==> config.mk <==
export PLATFORM = sky130hd
export DESIGN_NAME = transfer_engine
export DESIGN_NICKNAME = d
export VERILOG_FILES = /design/src/core/dma_pkg.sv /design/src/core/transfer_engine.sv
export SDC_FILE = /design/constraint.sdc
export NUM_CORES = 2
export LEC_CHECK = 0
export ABC_AREA = 0
export BUFFER_PORTS_ARGS = -buffer_cell sky130_fd_sc_hd__buf_2
export CAP_MARGIN = 30
export CORE_ASPECT_RATIO = 1.5
export CORE_MARGIN = 2
export CORE_UTILIZATION = 25
export DETAILED_ROUTE_END_ITERATION = 10
export RECOVER_POWER = 100
export SLEW_MARGIN = 20
export SYNTH_ARGS = -nofsm -noshare
export SYNTH_HDL_FRONTEND = slang
export SYNTH_SLANG_ARGS = --single-unit
==> constraint.sdc <==
create_clock -name clk -period 7.73 [get_ports clk]
set_input_delay 1.1595 -clock clk [delete_from_list [all_inputs] [get_ports clk]]
set_output_delay 1.1595 -clock clk [all_outputs]
set_load 0.01 [all_outputs]
==> src/core/dma_pkg.sv <==
// constants, codes and carrier types of the multichannel transfer engine
package dma_pkg;
	// ==========================================
	// geometry
	localparam int NUM_CH = 7;
	localparam int CH_W = 3;
	localparam int NUM_FUNC = 9;
	localparam logic [7:0] SEL_LIMIT = 8'h07;
	localparam logic [3:0] FUNC_LIMIT = 4'h9;
	// ==========================================
	// register port offsets
	localparam logic [7:0] REG_SELECT = 8'h00;
	localparam logic [7:0] REG_FUNCTION = 8'h01;
	localparam logic [7:0] REG_WRAP = 8'h02;
	localparam logic [7:0] REG_BASE_H = 8'h03;
	localparam logic [7:0] REG_BASE_L = 8'h04;
	localparam logic [7:0] REG_SIZE_H = 8'h05;
	localparam logic [7:0] REG_SIZE_L = 8'h06;
	localparam logic [7:0] REG_OFF_H = 8'h07;
	localparam logic [7:0] REG_OFF_L = 8'h08;
	localparam logic [7:0] REG_ENABLES = 8'h09;
	localparam logic [7:0] REG_FLAGS = 8'h0A;
	localparam logic [7:0] REG_HALF_FLAGS = 8'h0B;
	// ==========================================
	// fields and values
	localparam int FULL_IE_BIT = 7;
	localparam int HALF_IE_BIT = 6;
	localparam logic [7:0] WRAP_ON = 8'h01;
	localparam logic [7:0] ZERO_BYTE = 8'h00;
	localparam logic [15:0] ZERO_WORD = 16'h0000;
	localparam logic [15:0] ONE_WORD = 16'h0001;
	// ==========================================
	// transfer function codes
	localparam logic [3:0] F_RAM_TO_ENC = 4'h0;
	localparam logic [3:0] F_ENC_TO_RAM = 4'h1;
	localparam logic [3:0] F_RAM_TO_CRC = 4'h2;
	localparam logic [3:0] F_RAM_TO_SPI = 4'h3;
	localparam logic [3:0] F_SPI_TO_RAM = 4'h4;
	localparam logic [3:0] F_RAM_TO_KEY = 4'h5;
	localparam logic [3:0] F_RAM_TO_BLOCK = 4'h6;
	localparam logic [3:0] F_RAM_TO_XOR = 4'h7;
	localparam logic [3:0] F_OUT_TO_RAM = 4'h8;
	// ==========================================
	// carriers
	typedef struct packed {
		logic [7:0] addr;
		logic [7:0] wdata;
		logic wr;
		logic rd;
	} reg_bus_t;
	typedef struct packed {
		logic [15:0] addr;
		logic [7:0] wdata;
		logic re;
		logic we;
	} ram_req_t;
	typedef struct packed {
		logic [3:0] code;
		logic [7:0] wdata;
		logic rd;
		logic wr;
	} per_req_t;
	typedef enum logic [1:0] {ST_IDLE, ST_ISSUE, ST_CAPTURE, ST_ACK} xfer_state_t;
	typedef struct packed {
		xfer_state_t state;
		logic [CH_W-1:0] cur;
		logic [7:0] sel;
		logic [NUM_CH-1:0][7:0] func;
		logic [NUM_CH-1:0] wrap;
		logic [NUM_CH-1:0][15:0] base;
		logic [NUM_CH-1:0][15:0] size;
		logic [NUM_CH-1:0][15:0] off;
		logic [NUM_CH-1:0] en;
		logic [NUM_CH-1:0] flags;
		logic [NUM_CH-1:0] half;
		logic [7:0] rdata;
		ram_req_t ram;
		per_req_t per;
		logic flag_out;
	} engine_state_t;
endpackage

==> src/core/transfer_engine.sv <==
// seven-channel byte transfer engine between data ram and peripheral data registers
// ==========================================
// Notes on behaviour
// RL1: seven channels, nine selectable transfer functions
// RL2: enabled channel moves bytes without processor help
// RL3: per-channel function, mode, base, size, offset
// RL4: half-length and full-length flags per channel
// RL5: select register steers per-channel register accesses
// RL6: codes 5,6,8: key, block, output
// RL7: code 7 feeds cipher xor input
// RL8: function bit 7 enables completion interrupt
// RL9: mode 0x01 enables wrap, zero disables
// RL10: base address from high and low
// RL11: length from size high and low
// RL12: software clears offsets before enabling
// RL13: key channel uses low size, wrapping
// RL14: enable bit per channel, zero disables all
// RL15: one flag per channel, cleared by zero
// RL16: disable, configure, clear flags, then enable
// RL17: vector placed directly ahead of ciphertext
// RL18: output channel completion ends cipher operation
// RL19: dataflow 0x00 three channels, 0x02 four
// RL20: output bytes read only when offered
// RL21: wrap resets offset, otherwise stop and flag
// RL22: pending requests served bytewise, lowest index first
module transfer_engine (
	input wire logic clk,
	input wire logic arst_n,
	input dma_pkg::reg_bus_t bus,
	output logic [7:0] rdata_r,
	output dma_pkg::ram_req_t ram_r,
	input wire logic [7:0] ram_rdata,
	output dma_pkg::per_req_t per_r,
	input wire logic [7:0] per_rdata,
	input wire logic [8:0] per_req,
	output logic flag_out_r
);
	import dma_pkg::*;

	engine_state_t s_r;
	engine_state_t s_nxt;
	logic [NUM_CH-1:0] elig;
	logic [CH_W-1:0] pick;
	logic any_elig;
	logic sel_ok;
	logic [CH_W-1:0] si;
	logic [15:0] next_off;
	logic [15:0] cur_size;
	logic [3:0] cur_code;

	function automatic logic from_periph(input logic [3:0] code);
		from_periph = (code == F_ENC_TO_RAM) || (code == F_SPI_TO_RAM) || (code == F_OUT_TO_RAM);
	endfunction

	// ==========================================
	// eligibility and fixed-order arbitration
	generate
		for (genvar g = 0; g < NUM_CH; g++) begin : g_elig
			// a size of zero or an unknown code leaves the channel idle
			assign elig[g] = s_r.en[g] && (s_r.size[g] != ZERO_WORD) && (s_r.func[g][3:0] < FUNC_LIMIT)
				&& per_req[s_r.func[g][3:0]]; // RL1 RL2
		end
	endgenerate

	always_comb begin
		pick = '0;
		for (int i = NUM_CH - 1; i >= 0; i--) begin
			if (elig[i]) begin
				pick = CH_W'(i); // RL22
			end
		end
	end

	assign any_elig = |elig;
	assign sel_ok = s_r.sel < SEL_LIMIT;
	assign si = s_r.sel[CH_W-1:0];
	assign cur_code = s_r.func[s_r.cur][3:0];
	assign cur_size = s_r.size[s_r.cur];
	assign next_off = s_r.off[s_r.cur] + ONE_WORD;

	// ==========================================
	// next state
	always_comb begin
		s_nxt = s_r;
		s_nxt.rdata = ZERO_BYTE;
		s_nxt.ram.re = 1'b0;
		s_nxt.ram.we = 1'b0;
		s_nxt.per.rd = 1'b0;
		s_nxt.per.wr = 1'b0;
		// software writes; an out-of-range select drops per-channel writes
		if (bus.wr) begin
			case (bus.addr)
				REG_SELECT: s_nxt.sel = bus.wdata; // RL5
				REG_ENABLES: s_nxt.en = bus.wdata[NUM_CH-1:0]; // RL14
				REG_FLAGS: s_nxt.flags = s_r.flags & bus.wdata[NUM_CH-1:0]; // RL15
				REG_HALF_FLAGS: s_nxt.half = s_r.half & bus.wdata[NUM_CH-1:0];
				default: begin
					if (sel_ok) begin
						case (bus.addr)
							REG_FUNCTION: s_nxt.func[si] = bus.wdata; // RL3
							REG_WRAP: s_nxt.wrap[si] = (bus.wdata == WRAP_ON); // RL9
							REG_BASE_H: s_nxt.base[si][15:8] = bus.wdata; // RL10
							REG_BASE_L: s_nxt.base[si][7:0] = bus.wdata; // RL10
							REG_SIZE_H: s_nxt.size[si][15:8] = bus.wdata; // RL11
							REG_SIZE_L: s_nxt.size[si][7:0] = bus.wdata; // RL11
							REG_OFF_H: s_nxt.off[si][15:8] = bus.wdata;
							REG_OFF_L: s_nxt.off[si][7:0] = bus.wdata;
							default: s_nxt.sel = s_r.sel;
						endcase
					end
				end
			endcase
		end
		// software reads, answered in the next cycle; unmapped reads give zero
		if (bus.rd) begin
			case (bus.addr)
				REG_SELECT: s_nxt.rdata = s_r.sel;
				REG_ENABLES: s_nxt.rdata = {1'b0, s_r.en};
				REG_FLAGS: s_nxt.rdata = {1'b0, s_r.flags};
				REG_HALF_FLAGS: s_nxt.rdata = {1'b0, s_r.half};
				default: begin
					if (sel_ok) begin
						case (bus.addr)
							REG_FUNCTION: s_nxt.rdata = s_r.func[si];
							REG_WRAP: s_nxt.rdata = s_r.wrap[si] ? WRAP_ON : ZERO_BYTE;
							REG_BASE_H: s_nxt.rdata = s_r.base[si][15:8];
							REG_BASE_L: s_nxt.rdata = s_r.base[si][7:0];
							REG_SIZE_H: s_nxt.rdata = s_r.size[si][15:8];
							REG_SIZE_L: s_nxt.rdata = s_r.size[si][7:0];
							REG_OFF_H: s_nxt.rdata = s_r.off[si][15:8];
							REG_OFF_L: s_nxt.rdata = s_r.off[si][7:0];
							default: s_nxt.rdata = ZERO_BYTE;
						endcase
					end
				end
			endcase
		end
		// one byte per grant; the lowest eligible channel wins each new grant, so a busy low channel holds off higher ones
		case (s_r.state)
			ST_IDLE: begin
				if (any_elig) begin
					s_nxt.cur = pick; // RL22
					s_nxt.state = ST_ISSUE;
					s_nxt.ram.addr = s_r.base[pick] + s_r.off[pick];
					if (from_periph(s_r.func[pick][3:0])) begin
						s_nxt.per.rd = 1'b1; // RL20
						s_nxt.per.code = s_r.func[pick][3:0];
					end else begin
						s_nxt.ram.re = 1'b1; // RL2
					end
				end
			end
			ST_ISSUE: s_nxt.state = ST_CAPTURE;
			ST_CAPTURE: begin
				s_nxt.state = ST_ACK;
				if (from_periph(cur_code)) begin
					s_nxt.ram.we = 1'b1;
					s_nxt.ram.wdata = per_rdata;
				end else begin
					s_nxt.per.wr = 1'b1; // RL6 RL7 RL19
					s_nxt.per.code = cur_code;
					s_nxt.per.wdata = ram_rdata;
				end
				// hardware updates win over software in this cycle
				s_nxt.off[s_r.cur] = next_off;
				if (next_off == {1'b0, cur_size[15:1]}) begin
					s_nxt.half[s_r.cur] = 1'b1; // RL4
				end
				if (next_off == cur_size) begin
					s_nxt.flags[s_r.cur] = 1'b1; // RL4
					if (s_r.wrap[s_r.cur]) begin
						s_nxt.off[s_r.cur] = ZERO_WORD; // RL21
					end else begin
						s_nxt.en[s_r.cur] = 1'b0; // RL21
					end
				end
			end
			ST_ACK: s_nxt.state = ST_IDLE;
			default: s_nxt.state = ST_IDLE;
		endcase
		s_nxt.flag_out = 1'b0;
		for (int i = 0; i < NUM_CH; i++) begin
			if ((s_nxt.flags[i] && s_nxt.func[i][FULL_IE_BIT]) || (s_nxt.half[i] && s_nxt.func[i][HALF_IE_BIT])) begin
				s_nxt.flag_out = 1'b1; // RL8
			end
		end
	end

	always_ff @(posedge clk or negedge arst_n) begin
		if (!arst_n) begin
			s_r <= '0;
		end else begin
			s_r <= s_nxt;
		end
	end

	assign rdata_r = s_r.rdata;
	assign ram_r = s_r.ram;
	assign per_r = s_r.per;
	assign flag_out_r = s_r.flag_out;
endmodule

Yosys cells after proc, flatten, opt, wreduce, memory -nomap -nowiden
Cells that the tools add are included.
{ "totals": {"elab_cells": 294, "out_inout_bits": 49, "ff_bits": 482, "in_bits": 45} }
{ "classes": {"n_bitwise": 11, "n_mux": 111, "add_sub_neg": 2, "n_lt_le_gt_ge": 20, "reduce_logical": 72, "eq_ne": 26} }
{ "ops": {"columns": ["op", "n"], "rows": [
  ["$mux 399", 2],
  ["$bwmux 112", 7],
  ["$pmux 112 s2", 3],
  ["$mux 420", 1],
  ["$bmux 16 s3", 7],
  ["$demux 16 s3", 3],
  ["$mux 16", 9],
  ["$mux 133", 1],
  ["$mux 126", 1],
  ["$and 112x112->112", 1],
  ["$mux 112", 1],
  ["$not 112->112", 1],
  ["$reduce_bool 16->1", 7],
  ["$bmux 8 s3", 3],
  ["$pmux 8 s8", 1],
  ["$bwmux 56", 1],
  ["$mux 56", 1],
  ["$mux 7", 6],
  ["$mux 8", 5],
  ["$logic_and 1x1->1", 37],
  ["$lt 4x5->1 const B", 7],
  ["$eq 8x3->1 const B", 4],
  ["$eq 8x4->1 const B", 4],
  ["$pmux 8 s4", 1],
  ["other kinds (43)", 128]
]} }

Depth between registers and ports, before layout
{ "depth": {"word_depth": 23, "ltp_mapped": 27, "ltp_nobuf": 23} }

Worst setup path before layout
OpenSTA, ideal clock, no wires.
{ "synth_timing": {"kind": "in2reg", "startpoint": "input per_req[3]", "endpoint": "register s_r, in the netlist ram_r[25]", "path_slack_ps": 1682, "setup_ps": 133, "n_path_buf": 3, "arrival_ps": 5915, "cell_stages": 24, "t_required_ps": 7597, "path_cell_list": "mux4_2 -> or3_1 -> nand4_1 -> nand2_2 -> nor3b_4 -> buf_6 -> clkbuf_1 -> clkbuf_1 -> nand2_1 -> a21oi_1 -> a21oi_1 -> o21ai_0 -> ha_1 -> a21o_1 -> a21oi_1 -> o21ai_0 -> a21oi_1 -> o21ai_0 -> a41o_1 -> o41ai_1 -> o21ai_0 -> a31oi_1 -> xnor2_1 -> o21ai_0"} }
{ "synth_between": {"elab_chain_cells": 13, "elab_cells_between_ends": 35, "classes_between": "1 x add/sub; 25 x mux; 9 x reduce/logical"} }
{ "synth_lines": {"columns": ["item", "line_no", "source"], "rows": [
  ["start, declared", "transfer_engine.sv:35", "input wire logic [8:0] per_req,"],
  ["$bmux 1 s4", "transfer_engine.sv:61", "&& per_req[s_r.func[g][3:0]];"],
  ["$mux 1 (implied by the code)", "transfer_engine.sv:61", null],
  ["$logic_and 1x1->1", "transfer_engine.sv:61", null],
  ["$mux 3 (7 in a row)", "transfer_engine.sv:68", "if (elig[i]) begin"],
  ["$bmux 16 s3", "transfer_engine.sv:144", "s_nxt.ram.addr = s_r.base[pick] + s_r.off[pick];"],
  ["$mux 16 (implied by the code)", "transfer_engine.sv:144", null],
  ["$add 16x16->16", "transfer_engine.sv:144", null],
  ["end signal, assigned", "transfer_engine.sv:193", "s_r <= s_nxt;"],
  ["end, declared", "transfer_engine.sv:40", "engine_state_t s_r;"]
]} }
Several ways; a longest one is shown, not always the timed one. The select of a mux whose other input is x is not followed.
A chain may end at the register's enable or synchronous reset.

==> summary.md <==
| Metric | Value |
|---|---|
| Post-Syn Area | between 20000 and 30000 sq um |
| Largest net degree at the start of global routing | between 150 and 200 |
| Max cap viols | 5 |
| Core Area | 118900 sq um |
| Bufs and invs on worst path | 3 |
| CP arrival | 8.11 ns |
| Leak | approximately 14 nW |
| Fin. Hold Viols | 0 |
| Final net count | a little over 3000 |
| Antenna violations before repair | 5 |
| Mux share of post-synthesis cell area | about a quarter |
| TritonCTS buffer count | 47 |
| Pwr dens | 213.0 nW/um^2 |
| Max Slew Vio Count | between 200 and 250 |
| Routed wire length | 132700 microns |
| Period utilisation layout | 98.11% |
| Worst-path clk slew | 0.07 ns |
| Placed cells | about 4500 |
| Initial Utilization | between 20 and 30% |
| Final min period | between 7 and 8 ns |
| Iter 0 DRT Violations | 3451 |
| Critical Path Max Stage Delay | ~2.1 ns |
| Hold Crit Class | flop to flop |
| First-pass GRT wire length | ~190000 microns |
| Row count | 155 |
| Final GP Congestion | about 1.0 |
| Die area | between 100000 and 150000 sq um |
| Worst vdd ir | 140.2 uV |
| EDFF count, synth | 0 |
| Post-synthesis compound-gate area fraction | between 10% and 20% |
| Clock sink count | slightly below 500 |
| Clk buf depth | 3 |
| Max H-tree Level | 2 |
| Gate Count Post-Synth | just over 3000 |
| Layout cell share with drive strength beyond 1 | approximately 21% |
| Routed wire per std cell | between 20 and 30 microns |
| Critical Path RT | between 8 and 9 ns |
| Max Fclk | about 130 MHz |
| Die width | roughly 290 microns |
| Synth Area in Simple Gates | between 10% and 20% |
| Cell Count, Final, Fillers Out | around 4600 |
| Setup TNS after final layout | 0 ns |
| CTS tree | built |
| Hold_buf cts | 0 |
| Post-DP HPWL | around 90000 microns |
| Resize count post-CTS | 0 |
| Via count | ~27000 |
| Pre-Repair DR Iteration Count | 9 |
| Slew HR | -258.9% |
| Port Buf Inserts | between 90 and 100 |
| Sequential area share after synthesis | between 40% and 50% |
| RSZ-0062 raised after global routing | no |
| Clock Skews | ~0.025 ns |
| Design Area, Final | ~33000 sq um |
| Antenna-violating nets left | 0 |
| Adder-cell area share of the yosys netlist | 0.8615% |
| Grt ovf | 0 |
| Syn_nets | 3086 |
| Largest family of logic cells by synthesized area | multiplexers |
| Critical Path End Type | flop |
| Synth unique cells | 90 |
| Largest fanout on the critical path | 47 |
| Post-Synth XOR/XNOR Area | a little under 2% |
| Slew @ Worst Pin | 5.383 ns |
| Cell family with most CP delay | buffers and inverters |
| Root buf cell | clkbuf_16 |
| DP Area | between 30000 and 40000 sq um |
| Worst-path cell chain | clkbuf_1, nor3_1, clkbuf_2, clkbuf_2, a221o_1, a221oi_1, o21ai_0, nor4_1, o21ai_0, and2_1 |
| Startpoint Class | flop |
| Master of the slowest instance on the critical path | clkbuf_1 |
| Post-synthesis register bit count | slightly below 500 |
| Post-CTS Setup Bufs | 0 |
| Yosys warning count | 0 |
| Number of global-route vias before repair | around 26000 |
| Avg Inst Size Synth | a little under 10 sq um |
| Area Overhead vs Synth | 11.37% |
| Async SR Flop Fraction | between 90% and 100% |
| I/O pin cnt | 94 |
| DRC Markers | 0 |
| Clock latency on the worst-skew pair | 0.65 ns |
| Final core occ | 28.03% |
| Status | finished, violations left |
| Gr usage total | 21.09% |
| Violated checks | max-capacitance violations, max-slew violations |
| Vias per std cell | a little under 6 |
| Main synth FF type | dfrtp_1 |
| Class of the most critical setup path | flop to flop |
| # setup viols final | 0 |
| DIE HEIGHT | about 430 microns |
## power breakdown
| part | internal, W | switching, W | total (W) |
|---|---|---|---|
| Clock | 0.00139 | 0.00112 | 0.00251 |
| Combinational | 0.000575 | 0.00120 | 0.00178 |
| Sequential | 0.00267 | 0.000139 | 0.00281 |
| Total | 0.00464 | 0.00246 | 0.00710 |
## logic make-up after synthesis
logic type	count (synthesis)
AO/OA/AOI/OAI	760
XOR/XNOR	58
adder cells (fa/ha/maj)	20
buffers and inverters	320
flip-flops	482
multiplexers	610
AND/OR/NAND/NOR	771
## cells in the final DEF (no fill, tap or decap), drive strengths merged, types with 19 or more instances in the layout
cell type    n
nor2b       19
ha          19
o22ai      163
nand2      400
a221oi      40
inv         44
o211ai      55
nand3       66
a21oi      165
nor2       116
a221o       23
nor3        22
mux2i      244
dfrtp      482
and2        27
buf        123
nor4        42
a22oi       64
xnor2       26
clkbuf     126
o21ai      161
mux4        35
mux2       331
xor2        32
## worst reg2reg max path: cells and delay by family, from the launching register on
family                 cells  cell delay, ns
flip-flops                 1            1.16
AND/OR/NAND/NOR            3            1.80
buffers and inverters      3            3.24
AO/OA/AOI/OAI              4            1.28
## path summary, 6_finish.rpt
check                                     start                   end  slack [ns]  cells past startpoint
min in group asynchronous                arst_n  per_r[2]$_DFFE_PN0P_        2.76                      1
setup / recovery           s_r[471]$_DFFE_PN0P_  rdata_r[0]$_DFF_PN0_        0.15                     10
setup reg to reg           s_r[471]$_DFFE_PN0P_  rdata_r[0]$_DFF_PN0_        0.15                     10
hold / removal             ram_r[4]$_DFFE_PN0P_  ram_r[4]$_DFFE_PN0P_        0.47                      2
max in group asynchronous                arst_n  s_r[477]$_DFFE_PN0P_        1.56                      1
hold reg to reg            ram_r[4]$_DFFE_PN0P_  ram_r[4]$_DFFE_PN0P_        0.47                      2
## stage by stage
| step | worst slack, ns | hold slack, ns | total power, W |
|---|---|---|---|
| 6_report | 0.1461 | 0.4735 | 0.007098 |
| 5_1_grt | 0.2796 | 0.5028 | 0.007339 |
| 4_1_cts | 1.148 | 0.4724 | 0.007096 |
| 3_5_place_dp | 0.8627 | 0.4569 | 0.004597 |
| 3_3_place_gp | 0.8281 | 0.4555 | 0.004586 |
| 2_1_floorplan | 1.682 | 0.4469 | 0.003955 |
## metal layers
| metal | GRT usage, % | vias to the layer above | wire length (microns) |
|---|---|---|---|
| met5 | 0.2344 | - | 76 |
| met4 | 16.60 | 8 | 12590 |
| met3 | 5.287 | 624 | 12990 |
| met2 | 33.80 | 1847 | 60500 |
| met1 | 23.97 | 13232 | 46530 |
| li1 | - | 11079 | - |
## synth_stat cells, types with 20 or more instances
| library cell | number | share of area (%) |
|---|---|---|
| o211ai_1 | 55 | 1.4 |
| dfrtp_1 | 482 | 40 |
| xor2_1 | 27 | 0.79 |
| buf_4 | 56 | 1.4 |
| buf_2 | 25 | 0.42 |
| nand2_1 | 399 | 5.0 |
| buf_1 | 32 | 0.40 |
| a221o_1 | 23 | 0.77 |
| o21ai_0 | 142 | 2.4 |
| nor4_1 | 37 | 0.77 |
| nor2_1 | 115 | 1.4 |
| mux2i_1 | 244 | 8.2 |
| mux2_2 | 329 | 12 |
| inv_1 | 42 | 0.53 |
| nor3_1 | 20 | 0.33 |
| nand3_1 | 65 | 1.1 |
| clkbuf_1 | 153 | 1.9 |
| a21oi_1 | 162 | 2.7 |
| mux4_2 | 35 | 2.6 |
| a22oi_1 | 64 | 1.6 |
| and2_1 | 23 | 0.48 |
| a221oi_1 | 39 | 1.1 |
| o22ai_1 | 162 | 3.4 |
| xnor2_1 | 24 | 0.70 |
## area by class of cell
| class | count | area, sq um |
|---|---|---|
| Fill cell | 12524 | 85560 |
| Timing Repair Buffer | 187 | 1137 |
| Inverter | 46 | 172.7 |
| Multi-Input combinational cell | 2219 | 16360 |
| Sequential cell | 482 | 12070 |
| Clock buffer | 63 | 1339 |
| Antenna cell | 3 | 7.507 |
| Tap cell | 1570 | 1964 |
| Clock inverter | 21 | 269.0 |
No activity file was read; power rests on OpenSTA's default activity.
